--- config.mk ---
export PLATFORM = sky130hd
export DESIGN_NAME = tmp_supervisor
export DESIGN_NICKNAME = d
export VERILOG_FILES = /design/src/rtl/tmp_timer.v /design/src/rtl/tmp_hyst.v /design/src/rtl/tmp_supervisor.v
export VERILOG_INCLUDE_DIRS = /design/src /design/src/rtl
export SDC_FILE = /design/constraint.sdc
export NUM_CORES = 1
export LEC_CHECK = 0
export BUFFER_PORTS_ARGS = -buffer_cell sky130_fd_sc_hd__buf_4
export CAP_MARGIN = 20
export CORE_ASPECT_RATIO = 1.75
export CORE_MARGIN = 2
export CORE_UTILIZATION = 35
export CTS_CLUSTER_SIZE = 16
export DETAILED_ROUTE_END_ITERATION = 8
export PLACE_DENSITY = 0.51
export SLEW_MARGIN = 20
export SYNTH_ARGS = -nofsm -noshare
export SYNTH_HDL_FRONTEND = slang
export SYNTH_SLANG_ARGS = --single-unit
--- constraint.sdc ---
create_clock -name pclk -period 7.7 [get_ports pclk]
set_clock_uncertainty 0.2 [all_clocks]
set_input_delay 1.54 -clock pclk [delete_from_list [all_inputs] [get_ports pclk]]
set_output_delay 1.54 -clock pclk [all_outputs]
set_load 0.03 [all_outputs]
--- src/rtl/tmp_map.vh ---
// Purpose: Register offsets, field positions, reset values and timing counts
// Assumes: Temperatures are signed 16-bit values in units of 0.1 degC
// Notes:   Included by the supervisor design file only, not by the timer or hysteresis blocks
`ifndef TMP_MAP_VH
`define TMP_MAP_VH

// Register byte offsets on the APB slave
`define TMP_OFS_CTRL        12'h000
`define TMP_OFS_COMFORT     12'h004
`define TMP_OFS_BAND        12'h008
`define TMP_OFS_ATTEN       12'h00C
`define TMP_OFS_MIX         12'h010
`define TMP_OFS_SURF_LIM    12'h014
`define TMP_OFS_WIN_DELAY   12'h018
`define TMP_OFS_EXT_TMO     12'h01C
`define TMP_OFS_STATUS      12'h020
`define TMP_OFS_TEMP_EFF    12'h024
`define TMP_OFS_SETPOINT    12'h028

// Control register fields
`define TMP_CTRL_AUTO       0
`define TMP_CTRL_INTEG      1
`define TMP_CTRL_WEIGHT     2
`define TMP_CTRL_WIN        3
`define TMP_CTRL_WIN2       4
`define TMP_CTRL_SURF       5
`define TMP_CTRL_ACOND      6
`define TMP_CTRL_LOCKINV    7
`define TMP_CTRL_COOLBUS    8
`define TMP_CTRL_MASK       16'h01FF

// Status register fields
`define TMP_ST_COOLING      0
`define TMP_ST_STOP         1
`define TMP_ST_LOCK         2
`define TMP_ST_FAULT        3
`define TMP_ST_TIMEOUT      4
`define TMP_ST_SURF         5
`define TMP_ST_ACOND        6
`define TMP_ST_WINDOW       7
`define TMP_ST_MODE_LO      8

// Operating mode codes
`define TMP_MODE_COMFORT    2'h0
`define TMP_MODE_STANDBY    2'h1
`define TMP_MODE_ECONOMY    2'h2
`define TMP_MODE_PROTECT    2'h3

// Reset values
`define TMP_RST_CTRL        16'h0002
`define TMP_RST_COMFORT     16'h00D2
`define TMP_RST_BAND        16'h0014
`define TMP_RST_STANDBY     8'h14
`define TMP_RST_ECONOMY     8'h28
`define TMP_RST_PROTECT     8'h8C
`define TMP_RST_MIX         5'h10
`define TMP_MIX_FULL        5'h10
`define TMP_RST_SURF_LIM    16'h0122
`define TMP_SURF_HYST       16'h0003
`define TMP_RST_WIN_DELAY   16'h003C
`define TMP_RST_EXT_TMO     16'h012C

// Plausibility limits of the internal sensor reading
`define TMP_SENSOR_LOW      16'hFED4
`define TMP_SENSOR_HIGH     16'h0320

// Timing: one supervision tick, in milliseconds and clock period in ns
`define TMP_TICK_MS         1000
`define TMP_CLK_NS          4
`define TMP_TICK_CYCLES     ((`TMP_TICK_MS * 1000000) / `TMP_CLK_NS)

`endif

--- src/rtl/tmp_timer.v ---
// Purpose: Tick counter that reports when a running condition outlasts a limit
// Assumes: tick is a one-cycle pulse from the supervisor prescaler
// Notes:   Saturates instead of wrapping so a long condition stays expired
`timescale 1ns/1ps
`default_nettype none
module tmp_timer (
   input  wire        clk,
   input  wire        rst_n,
   input  wire        tick,
   input  wire        run,
   input  wire        restart,
   input  wire [15:0] limit,
   output wire        expired
);
   reg [15:0] count;

   // Count ticks while running; dropping run or a restart clears it
   always @(posedge clk or negedge rst_n) begin
      if (!rst_n) begin
         count <= 16'h0000;
      end else if (!run || restart) begin
         count <= 16'h0000;
      end else if (tick && (count != 16'hFFFF) && (count <= limit)) begin
         count <= count + 16'h0001;
      end
   end

   // Strictly past the limit: the first tick may land one cycle after start
   assign expired = run && !restart && (count > limit);
endmodule // tmp_timer
`default_nettype wire

--- src/rtl/tmp_hyst.v ---
// Purpose: Over-limit trip with release below limit minus hysteresis
// Assumes: value and limit share the same signed 0.1 degC scale
// Notes:   Between the two thresholds the trip simply holds
`timescale 1ns/1ps
`default_nettype none
module tmp_hyst (
   input  wire               clk,
   input  wire               rst_n,
   input  wire               enable,
   input  wire signed [15:0] value,
   input  wire signed [15:0] limit,
   input  wire signed [15:0] hyst,
   output reg                trip
);
   wire signed [15:0] release_lvl;

   assign release_lvl = limit - hyst;

   // Set above the limit, clear once well below it or when disabled
   always @(posedge clk or negedge rst_n) begin
      if (!rst_n) begin
         trip <= 1'b0;
      end else if (!enable) begin
         trip <= 1'b0;
      end else if (value > limit) begin
         trip <= 1'b1;
      end else if (value < release_lvl) begin
         trip <= 1'b0;
      end
   end
endmodule // tmp_hyst
`default_nettype wire

--- src/rtl/tmp_supervisor.v ---
// Purpose: Supervisory logic of a room thermostat behind an APB register file
// Assumes: All bus objects arrive as levels or one-cycle pulses on pclk
// Notes:   The PI output itself is computed elsewhere and only gated here
`timescale 1ns/1ps
`default_nettype none
`include "tmp_map.vh"
module tmp_supervisor #(
   parameter [31:0] TICK_CYCLES = `TMP_TICK_CYCLES
) (
   input  wire               pclk,
   input  wire               presetn,
   input  wire               psel,
   input  wire               penable,
   input  wire               pwrite,
   input  wire [11:0]        paddr,
   input  wire [31:0]        pwdata,
   output reg  [31:0]        prdata,
   output wire               pready,
   output wire               pslverr,
   input  wire signed [15:0] room_temp_int,
   input  wire               ntc_res_high,
   input  wire               ntc_res_low,
   input  wire signed [15:0] ext_temp,
   input  wire               ext_temp_valid,
   input  wire signed [15:0] surface_temp,
   input  wire               surface_temp_valid,
   input  wire               generator_lock,
   input  wire               anticond_alarm,
   input  wire               window_a_open,
   input  wire               window_b_open,
   input  wire [1:0]         scheduled_mode,
   input  wire               presence_mode_valid,
   input  wire [1:0]         presence_mode,
   input  wire               supervisor_forced_valid,
   input  wire [1:0]         supervisor_forced_mode_input,
   input  wire               demand_on,
   input  wire [7:0]         demand_pct,
   output reg                valve_on,
   output reg  [7:0]         valve_pct,
   output reg                intercept_close,
   output reg                control_stop_alarm,
   output reg                cooling_mode,
   output reg  [3:0]         active_mode_onehot,
   output reg  [1:0]         active_mode,
   output reg  signed [15:0] room_temp_eff,
   output reg  signed [15:0] active_heat_sp,
   output reg  signed [15:0] active_cool_sp
);
   // Software-visible configuration
   reg        [15:0] ctrl;
   reg signed [15:0] comfort_heat;
   reg        [15:0] dead_band;
   reg        [7:0]  att_standby;
   reg        [7:0]  att_economy;
   reg        [7:0]  att_protect;
   reg        [4:0]  mix_ratio;
   reg signed [15:0] surf_limit;
   reg        [15:0] win_delay;
   reg        [15:0] ext_timeout;
   // Internal state
   reg signed [15:0] surf_value;
   reg        [31:0] tick_cnt;
   reg               tick;
   reg        [15:0] status_word;

   wire        setup_ph;
   wire        wr_en;
   wire        auto_sw;
   reg         mapped;
   reg  [31:0] next_prdata;

   // APB answers in the first access cycle; never stalls
   assign pready   = 1'b1;
   assign setup_ph = psel && !penable;
   assign wr_en    = psel && penable && pwrite;
   assign pslverr  = psel && penable && !mapped;
   assign auto_sw  = ctrl[`TMP_CTRL_AUTO];

   // Address decode for the error answer; read capture has its own case
   always @* begin
      case (paddr)
         `TMP_OFS_CTRL, `TMP_OFS_COMFORT, `TMP_OFS_BAND, `TMP_OFS_ATTEN,
         `TMP_OFS_MIX, `TMP_OFS_SURF_LIM, `TMP_OFS_WIN_DELAY,
         `TMP_OFS_EXT_TMO, `TMP_OFS_STATUS, `TMP_OFS_TEMP_EFF,
         `TMP_OFS_SETPOINT: mapped = 1'b1;
         default:           mapped = 1'b0;
      endcase
   end

   // Register writes; band and attenuations lock while auto switchover runs
   always @(posedge pclk or negedge presetn) begin
      if (!presetn) begin
         ctrl         <= `TMP_RST_CTRL;
         comfort_heat <= `TMP_RST_COMFORT;
         dead_band    <= `TMP_RST_BAND;
         att_standby  <= `TMP_RST_STANDBY;
         att_economy  <= `TMP_RST_ECONOMY;
         att_protect  <= `TMP_RST_PROTECT;
         mix_ratio    <= `TMP_RST_MIX;
         surf_limit   <= `TMP_RST_SURF_LIM;
         win_delay    <= `TMP_RST_WIN_DELAY;
         ext_timeout  <= `TMP_RST_EXT_TMO;
      end else if (wr_en) begin
         case (paddr)
            `TMP_OFS_CTRL:      ctrl <= pwdata[15:0] & `TMP_CTRL_MASK;
            `TMP_OFS_COMFORT:   comfort_heat <= pwdata[15:0];
            `TMP_OFS_BAND: begin
               if (!auto_sw) begin
                  dead_band <= pwdata[15:0];
               end
            end
            `TMP_OFS_ATTEN: begin
               if (!auto_sw) begin
                  att_standby <= pwdata[7:0];
                  att_economy <= pwdata[15:8];
                  att_protect <= pwdata[23:16];
               end
            end
            `TMP_OFS_MIX:       mix_ratio <= pwdata[4:0];
            `TMP_OFS_SURF_LIM:  surf_limit <= pwdata[15:0];
            `TMP_OFS_WIN_DELAY: win_delay <= pwdata[15:0];
            `TMP_OFS_EXT_TMO:   ext_timeout <= pwdata[15:0];
            default: begin
            end
         endcase
      end
   end

   // Read data captured in the setup cycle, so prdata leaves a flip-flop
   always @* begin
      case (paddr)
         `TMP_OFS_CTRL:      next_prdata = {16'h0000, ctrl};
         `TMP_OFS_COMFORT:   next_prdata = {16'h0000, comfort_heat};
         `TMP_OFS_BAND:      next_prdata = {16'h0000, dead_band};
         `TMP_OFS_ATTEN:     next_prdata = {8'h00, att_protect, att_economy, att_standby};
         `TMP_OFS_MIX:       next_prdata = {27'h000_0000, mix_ratio};
         `TMP_OFS_SURF_LIM:  next_prdata = {16'h0000, surf_limit};
         `TMP_OFS_WIN_DELAY: next_prdata = {16'h0000, win_delay};
         `TMP_OFS_EXT_TMO:   next_prdata = {16'h0000, ext_timeout};
         `TMP_OFS_STATUS:    next_prdata = {16'h0000, status_word};
         `TMP_OFS_TEMP_EFF:  next_prdata = {16'h0000, room_temp_eff};
         `TMP_OFS_SETPOINT:  next_prdata = {active_cool_sp, active_heat_sp};
         default:            next_prdata = 32'h0000_0000;
      endcase
   end

   always @(posedge pclk or negedge presetn) begin
      if (!presetn) begin
         prdata <= 32'h0000_0000;
      end else if (setup_ph && !pwrite) begin
         prdata <= next_prdata;
      end
   end

   // Supervision tick prescaler; slow timers run on it, not on pclk
   always @(posedge pclk or negedge presetn) begin
      if (!presetn) begin
         tick_cnt <= 32'h0000_0000;
         tick     <= 1'b0;
      end else if (tick_cnt >= TICK_CYCLES - 32'h0000_0001) begin
         tick_cnt <= 32'h0000_0000;
         tick     <= 1'b1;
      end else begin
         tick_cnt <= tick_cnt + 32'h0000_0001;
         tick     <= 1'b0;
      end
   end

   // Weighted room temperature; ratio is the internal share in sixteenths
   wire        [4:0]  r_int;
   wire        [4:0]  r_ext;
   wire signed [21:0] prod_int;
   wire signed [21:0] prod_ext;
   wire signed [21:0] mix_sum;
   wire signed [15:0] next_temp_eff;

   assign r_int    = (mix_ratio > `TMP_MIX_FULL) ? `TMP_MIX_FULL : mix_ratio;
   assign r_ext    = `TMP_MIX_FULL - r_int;
   assign prod_int = room_temp_int * $signed({1'b0, r_int});
   assign prod_ext = ext_temp * $signed({1'b0, r_ext});
   assign mix_sum  = prod_int + prod_ext;
   assign next_temp_eff = ctrl[`TMP_CTRL_WEIGHT] ? mix_sum[19:4] : room_temp_int;

   // Stop causes; the alarm drops only when none is left
   wire lock_act;
   wire sens_low;
   wire sens_high;
   wire sens_fault;
   wire ext_stale;
   wire stop_now;

   assign lock_act   = generator_lock ^ ctrl[`TMP_CTRL_LOCKINV];
   assign sens_low   = room_temp_int < $signed(`TMP_SENSOR_LOW);
   assign sens_high  = room_temp_int > $signed(`TMP_SENSOR_HIGH);
   assign sens_fault = (sens_low && ntc_res_high) || (sens_high && ntc_res_low);
   assign stop_now   = lock_act || sens_fault || ext_stale;

   // External value must be refreshed within the timeout
   tmp_timer u_ext_timer (
      .clk     (pclk),
      .rst_n   (presetn),
      .tick    (tick),
      .run     (ctrl[`TMP_CTRL_WEIGHT]),
      .restart (ext_temp_valid),
      .limit   (ext_timeout),
      .expired (ext_stale)
   );

   // Surface temperature latched from the bus object
   always @(posedge pclk or negedge presetn) begin
      if (!presetn) begin
         surf_value <= 16'h0000;
      end else if (surface_temp_valid) begin
         surf_value <= surface_temp;
      end
   end

   wire surf_trip;

   tmp_hyst u_surf_limit (
      .clk    (pclk),
      .rst_n  (presetn),
      .enable (ctrl[`TMP_CTRL_SURF]),
      .value  (surf_value),
      .limit  (surf_limit),
      .hyst   (`TMP_SURF_HYST),
      .trip   (surf_trip)
   );

   // Window contacts; a delay filters out short openings
   wire win_enable;
   wire win_raw;
   wire win_forced;

   assign win_enable = ctrl[`TMP_CTRL_WIN] && ctrl[`TMP_CTRL_INTEG];
   assign win_raw    = win_enable &&
                       (window_a_open || (ctrl[`TMP_CTRL_WIN2] && window_b_open));

   tmp_timer u_win_timer (
      .clk     (pclk),
      .rst_n   (presetn),
      .tick    (tick),
      .run     (win_raw),
      .restart (1'b0),
      .limit   (win_delay),
      .expired (win_forced)
   );

   // Mode resolution: window, then supervisor, then presence, then schedule
   reg [1:0] next_mode;

   always @* begin
      if (win_forced) begin
         next_mode = `TMP_MODE_PROTECT;
      end else if (supervisor_forced_valid) begin
         next_mode = supervisor_forced_mode_input;
      end else if (presence_mode_valid) begin
         next_mode = presence_mode;
      end else begin
         next_mode = scheduled_mode;
      end
   end

   // Setpoints follow comfort heating, so one write moves them all
   reg         [7:0]  att_sel;
   wire signed [15:0] next_heat_sp;
   wire signed [15:0] next_cool_sp;

   always @* begin
      case (next_mode)
         `TMP_MODE_COMFORT: att_sel = 8'h00;
         `TMP_MODE_STANDBY: att_sel = att_standby;
         `TMP_MODE_ECONOMY: att_sel = att_economy;
         `TMP_MODE_PROTECT: att_sel = att_protect;
         default:           att_sel = 8'h00;
      endcase
   end

   assign next_heat_sp = comfort_heat - $signed({8'h00, att_sel});
   assign next_cool_sp = comfort_heat + $signed(dead_band) + $signed({8'h00, att_sel});

   // Heating/cooling choice with dead band memory
   reg next_cooling;

   always @* begin
      if (!auto_sw) begin
         next_cooling = ctrl[`TMP_CTRL_COOLBUS];
      end else if (room_temp_eff < active_heat_sp) begin
         next_cooling = 1'b0;
      end else if (room_temp_eff > active_cool_sp) begin
         next_cooling = 1'b1;
      end else begin
         next_cooling = cooling_mode;
      end
   end

   // Valve gating; anticondensation needs cooling and a live demand
   wire demanding;
   wire acond_close;
   wire next_intercept;
   wire hold_closed;

   assign demanding      = demand_on || (demand_pct != 8'h00);
   assign acond_close    = ctrl[`TMP_CTRL_ACOND] && anticond_alarm &&
                           cooling_mode && demanding;
   assign next_intercept = surf_trip || acond_close;
   assign hold_closed    = stop_now || next_intercept;

   // Output and state registers
   always @(posedge pclk or negedge presetn) begin
      if (!presetn) begin
         room_temp_eff      <= 16'h0000;
         active_mode        <= `TMP_MODE_COMFORT;
         active_mode_onehot <= 4'b0001;
         active_heat_sp     <= `TMP_RST_COMFORT;
         active_cool_sp     <= `TMP_RST_COMFORT;
         cooling_mode       <= 1'b0;
         control_stop_alarm <= 1'b0;
         intercept_close    <= 1'b0;
         valve_on           <= 1'b0;
         valve_pct          <= 8'h00;
      end else begin
         room_temp_eff      <= next_temp_eff;
         active_mode        <= next_mode;
         active_mode_onehot <= 4'b0001 << next_mode;
         active_heat_sp     <= next_heat_sp;
         active_cool_sp     <= next_cool_sp;
         cooling_mode       <= next_cooling;
         control_stop_alarm <= stop_now;
         intercept_close    <= next_intercept;
         valve_on           <= hold_closed ? 1'b0 : demand_on;
         valve_pct          <= hold_closed ? 8'h00 : demand_pct;
      end
   end

   // Status snapshot for software
   always @(posedge pclk or negedge presetn) begin
      if (!presetn) begin
         status_word <= 16'h0000;
      end else begin
         status_word <= {6'h00, active_mode, win_forced, acond_close, surf_trip,
                         ext_stale, sens_fault, lock_act, control_stop_alarm,
                         cooling_mode};
      end
   end
endmodule // tmp_supervisor
`default_nettype wire

==> qor.yml <==
status: "finished, final reports clean"
synth_seq_cells: 308
place_congestion: 0.875
grt_max_degree: 110
slew_headroom_pct: 24.8
async_reset_ff_share_pct: 100
fin_crit_sh_pct: 95.6
hold_class: "flop to flop"
ys_top_cells_by_area: "dfrtp_1 31%, fa_1 12%, ha_1 11%, inv_1 4.6%, mux2_2 4.3%"
dr.pass1.iters: 8
fillCellCount: 6246
drtAntennaViolNets: 0
clock_sinks: 308
avgRoutedWirePerCell_um: 21.8
rows: 122
synthesis.area_mm2: 0.0221
drc_errors: 0
drive_gt1_share_pct: 18.6
path_max_fanout: 6
rsz0062_at_grt: "no"
antenna-diode-count: 0
core_mm2: 0.0629
syn_avg_cell_area_um2: 9.86
die_x_um: 194
clk_pin_slew_ps: 60
critPathArrivalTime_ps: 7580
worstSetupPathType: "flop to flop"
crit_path_frequent_cell: "fa_1"
drv_cap: 0
finalHoldViolCount: 0
worst_slew_pin_slew_ps: 1120
mostFrequentLayoutCells: "273 x dfrtp_1, 270 x inv_1, 233 x buf_4, 217 x nand2_1, 188 x ha_1"
grt.overflow.total: 0
via_count: 17500
area_growth_pct: 17.2
r2r_start: "mix_ratio[1]"
worst-path-buf-inv: 4
final-setup-viol-count: 0
synth-edff-count: 0
clock-root-buffer: "clkbuf_16"
yosys_warnings: 0
grt_pass1_vias: 18600
cts_tree: "built"
synth_top_area_share_pct: 30.9
pin_count: 222
portBuffers: 212
clock_path_buffers: 3
post-synth-top-area-cell: "dfrtp_1"
final_common_cell: "dfrtp_1"
cts-htree-levels: 2
cts_made_buffers: 35
viasPerCell: 5.32
p_per_area_mw_per_mm2: 151
path_delay_family: "adder cells"
final_area_mm2: 0.0259
wirelength_mm: 71.6
cts_resized: 0
first_iter_violations: 924
grt_pass1_wl_mm: 110
ys_types: 73
leakage_nw: 12.7
start_kind: "flop"
fin_nets: 2890
tns_ps: 0
dpl_cell_area_mm2: 0.0247
post_cts_buffers: 0
fin_crit_ps: 7360
critPathMaxStageDelay_ps: 720
peakVddDrop_mv: 0.229
dp_hpwl_mm: 56.4
start_util_pct: 35.2
hold_start: "active_mode[1]"
path_cells: "nor2b_1 -> inv_1 -> ha_1 -> xnor2_1 -> nand2_1 -> fa_1 -> fa_1 -> inv_1 -> fa_1 -> fa_1 -> inv_1 -> fa_1 -> inv_1 -> ha_1 -> or4_1 -> a31o_2 -> a41oi_2 -> o21ai_1 -> o21ai_1 -> a31o_2 -> nor3_1 -> or3_1"
clk_latency_ps: 560
synthFlopType: "dfrtp_1"
cp_slowest_cell: "xnor2_1"
antenna_found_initial: 1
die_h_um: 337
crit_required_ps: 7920
dieArea_mm2: 0.0653
maxSlewViolCount: 0
critPathCaptureType: "flop"
netlist_instances: 2244
critPathLaunch: "mix_ratio[1]"
clock.fmax_mhz: 136
synth-seq-area-share_pct: 35.0
hold_buffers: 0
track_usage_pct: 22.0
top_regs: "prdata x32, tick_cnt x32"
## area by class of cell
cell class                      instances  area (um^2)  area share, %
Clock buffer                           47          992           3.83
Clock inverter                         17          265           1.02
Inverter                              270         1010           3.91
Multi-Input combinational cell       1597        13100           50.5
Sequential cell                       308         7750           29.9
Tap cell                              806         1010           3.89
Timing Repair Buffer                  236         1800           6.96
## worst paths after layout
check,to,slack [ps],cells past startpoint
max,room_temp_eff[14],340,22
min,status_word[9],200,0
max reg2reg,room_temp_eff[14],340,22
min reg2reg,status_word[9],200,0
max in group asynchronous,prdata[16],5370,2
min in group asynchronous,surf_value[5],770,1
## per-stage QoR
| stage | std cells | utilization [%] | worst slack (ps) | power, mW | hold slack (ps) |
|---|---|---|---|---|---|
| after detailed placement | 3217 | 39.2 | 377 | 2.09 | 179 |
| after CTS | 3281 | 41.2 | 366 | 3.97 | 199 |
| after global placement | 3217 | 39.2 | 495 | 2.08 | 181 |
| final | 3281 | 41.2 | 338 | 3.91 | 195 |
| after global routing | 3281 | 41.2 | 24.6 | 4.06 | 216 |
| after floorplan | 2247 | - | 426 | 1.87 | 175 |
## power breakdown
| group | internal [mW] | switching [mW] |
|---|---|---|
| Clock | 1.12 | 0.735 |
| Combinational | 0.137 | 0.225 |
| Sequential | 1.65 | 0.0408 |
| Total | 2.91 | 1.00 |
## cell usage after synthesis (all sizes together), types with 10 or more instances
cell	number
nand3	50
and2	78
buf	18
fa	132
ha	188
nand2b	10
a31oi	26
inv	270
dfstp	35
nor3	37
nand2	218
nor2	141
mux2	94
a22o	29
nor2b	34
o21ai	98
xnor2	70
nand4	25
a222oi	21
dfrtp	273
nor4	14
a221oi	28
xor2	28
a21o	37
a22oi	15
or4	11
clkbuf	54
a21oi	65
or3	19
o21a	18
and3	13
## per-layer routing
metal	wire length, um	global-route usage [%]	share of wire, %
met1	27300	24.1	38
met2	37900	41.7	53
met3	2730	2.46	3.8
met4	3710	10.7	5.2
met5	13	0	0.018
## kinds of logic (layout without fill, tap and decap cells)
family | Yosys count | in the layout | synth area share [%]
AO/OA/AOI/OAI | 395 | 395 | 12.2
XOR/XNOR | 98 | 98 | 3.88
adder cells (fa/ha/maj) | 320 | 320 | 22.6
buffers and inverters | 342 | 570 | 5.94
flip-flops | 308 | 308 | 35.0
multiplexers | 101 | 101 | 5.27
other | 2 | 5 | 0.0339
AND/OR/NAND/NOR | 678 | 678 | 15.1
Power figures use the tool's default switching activity.
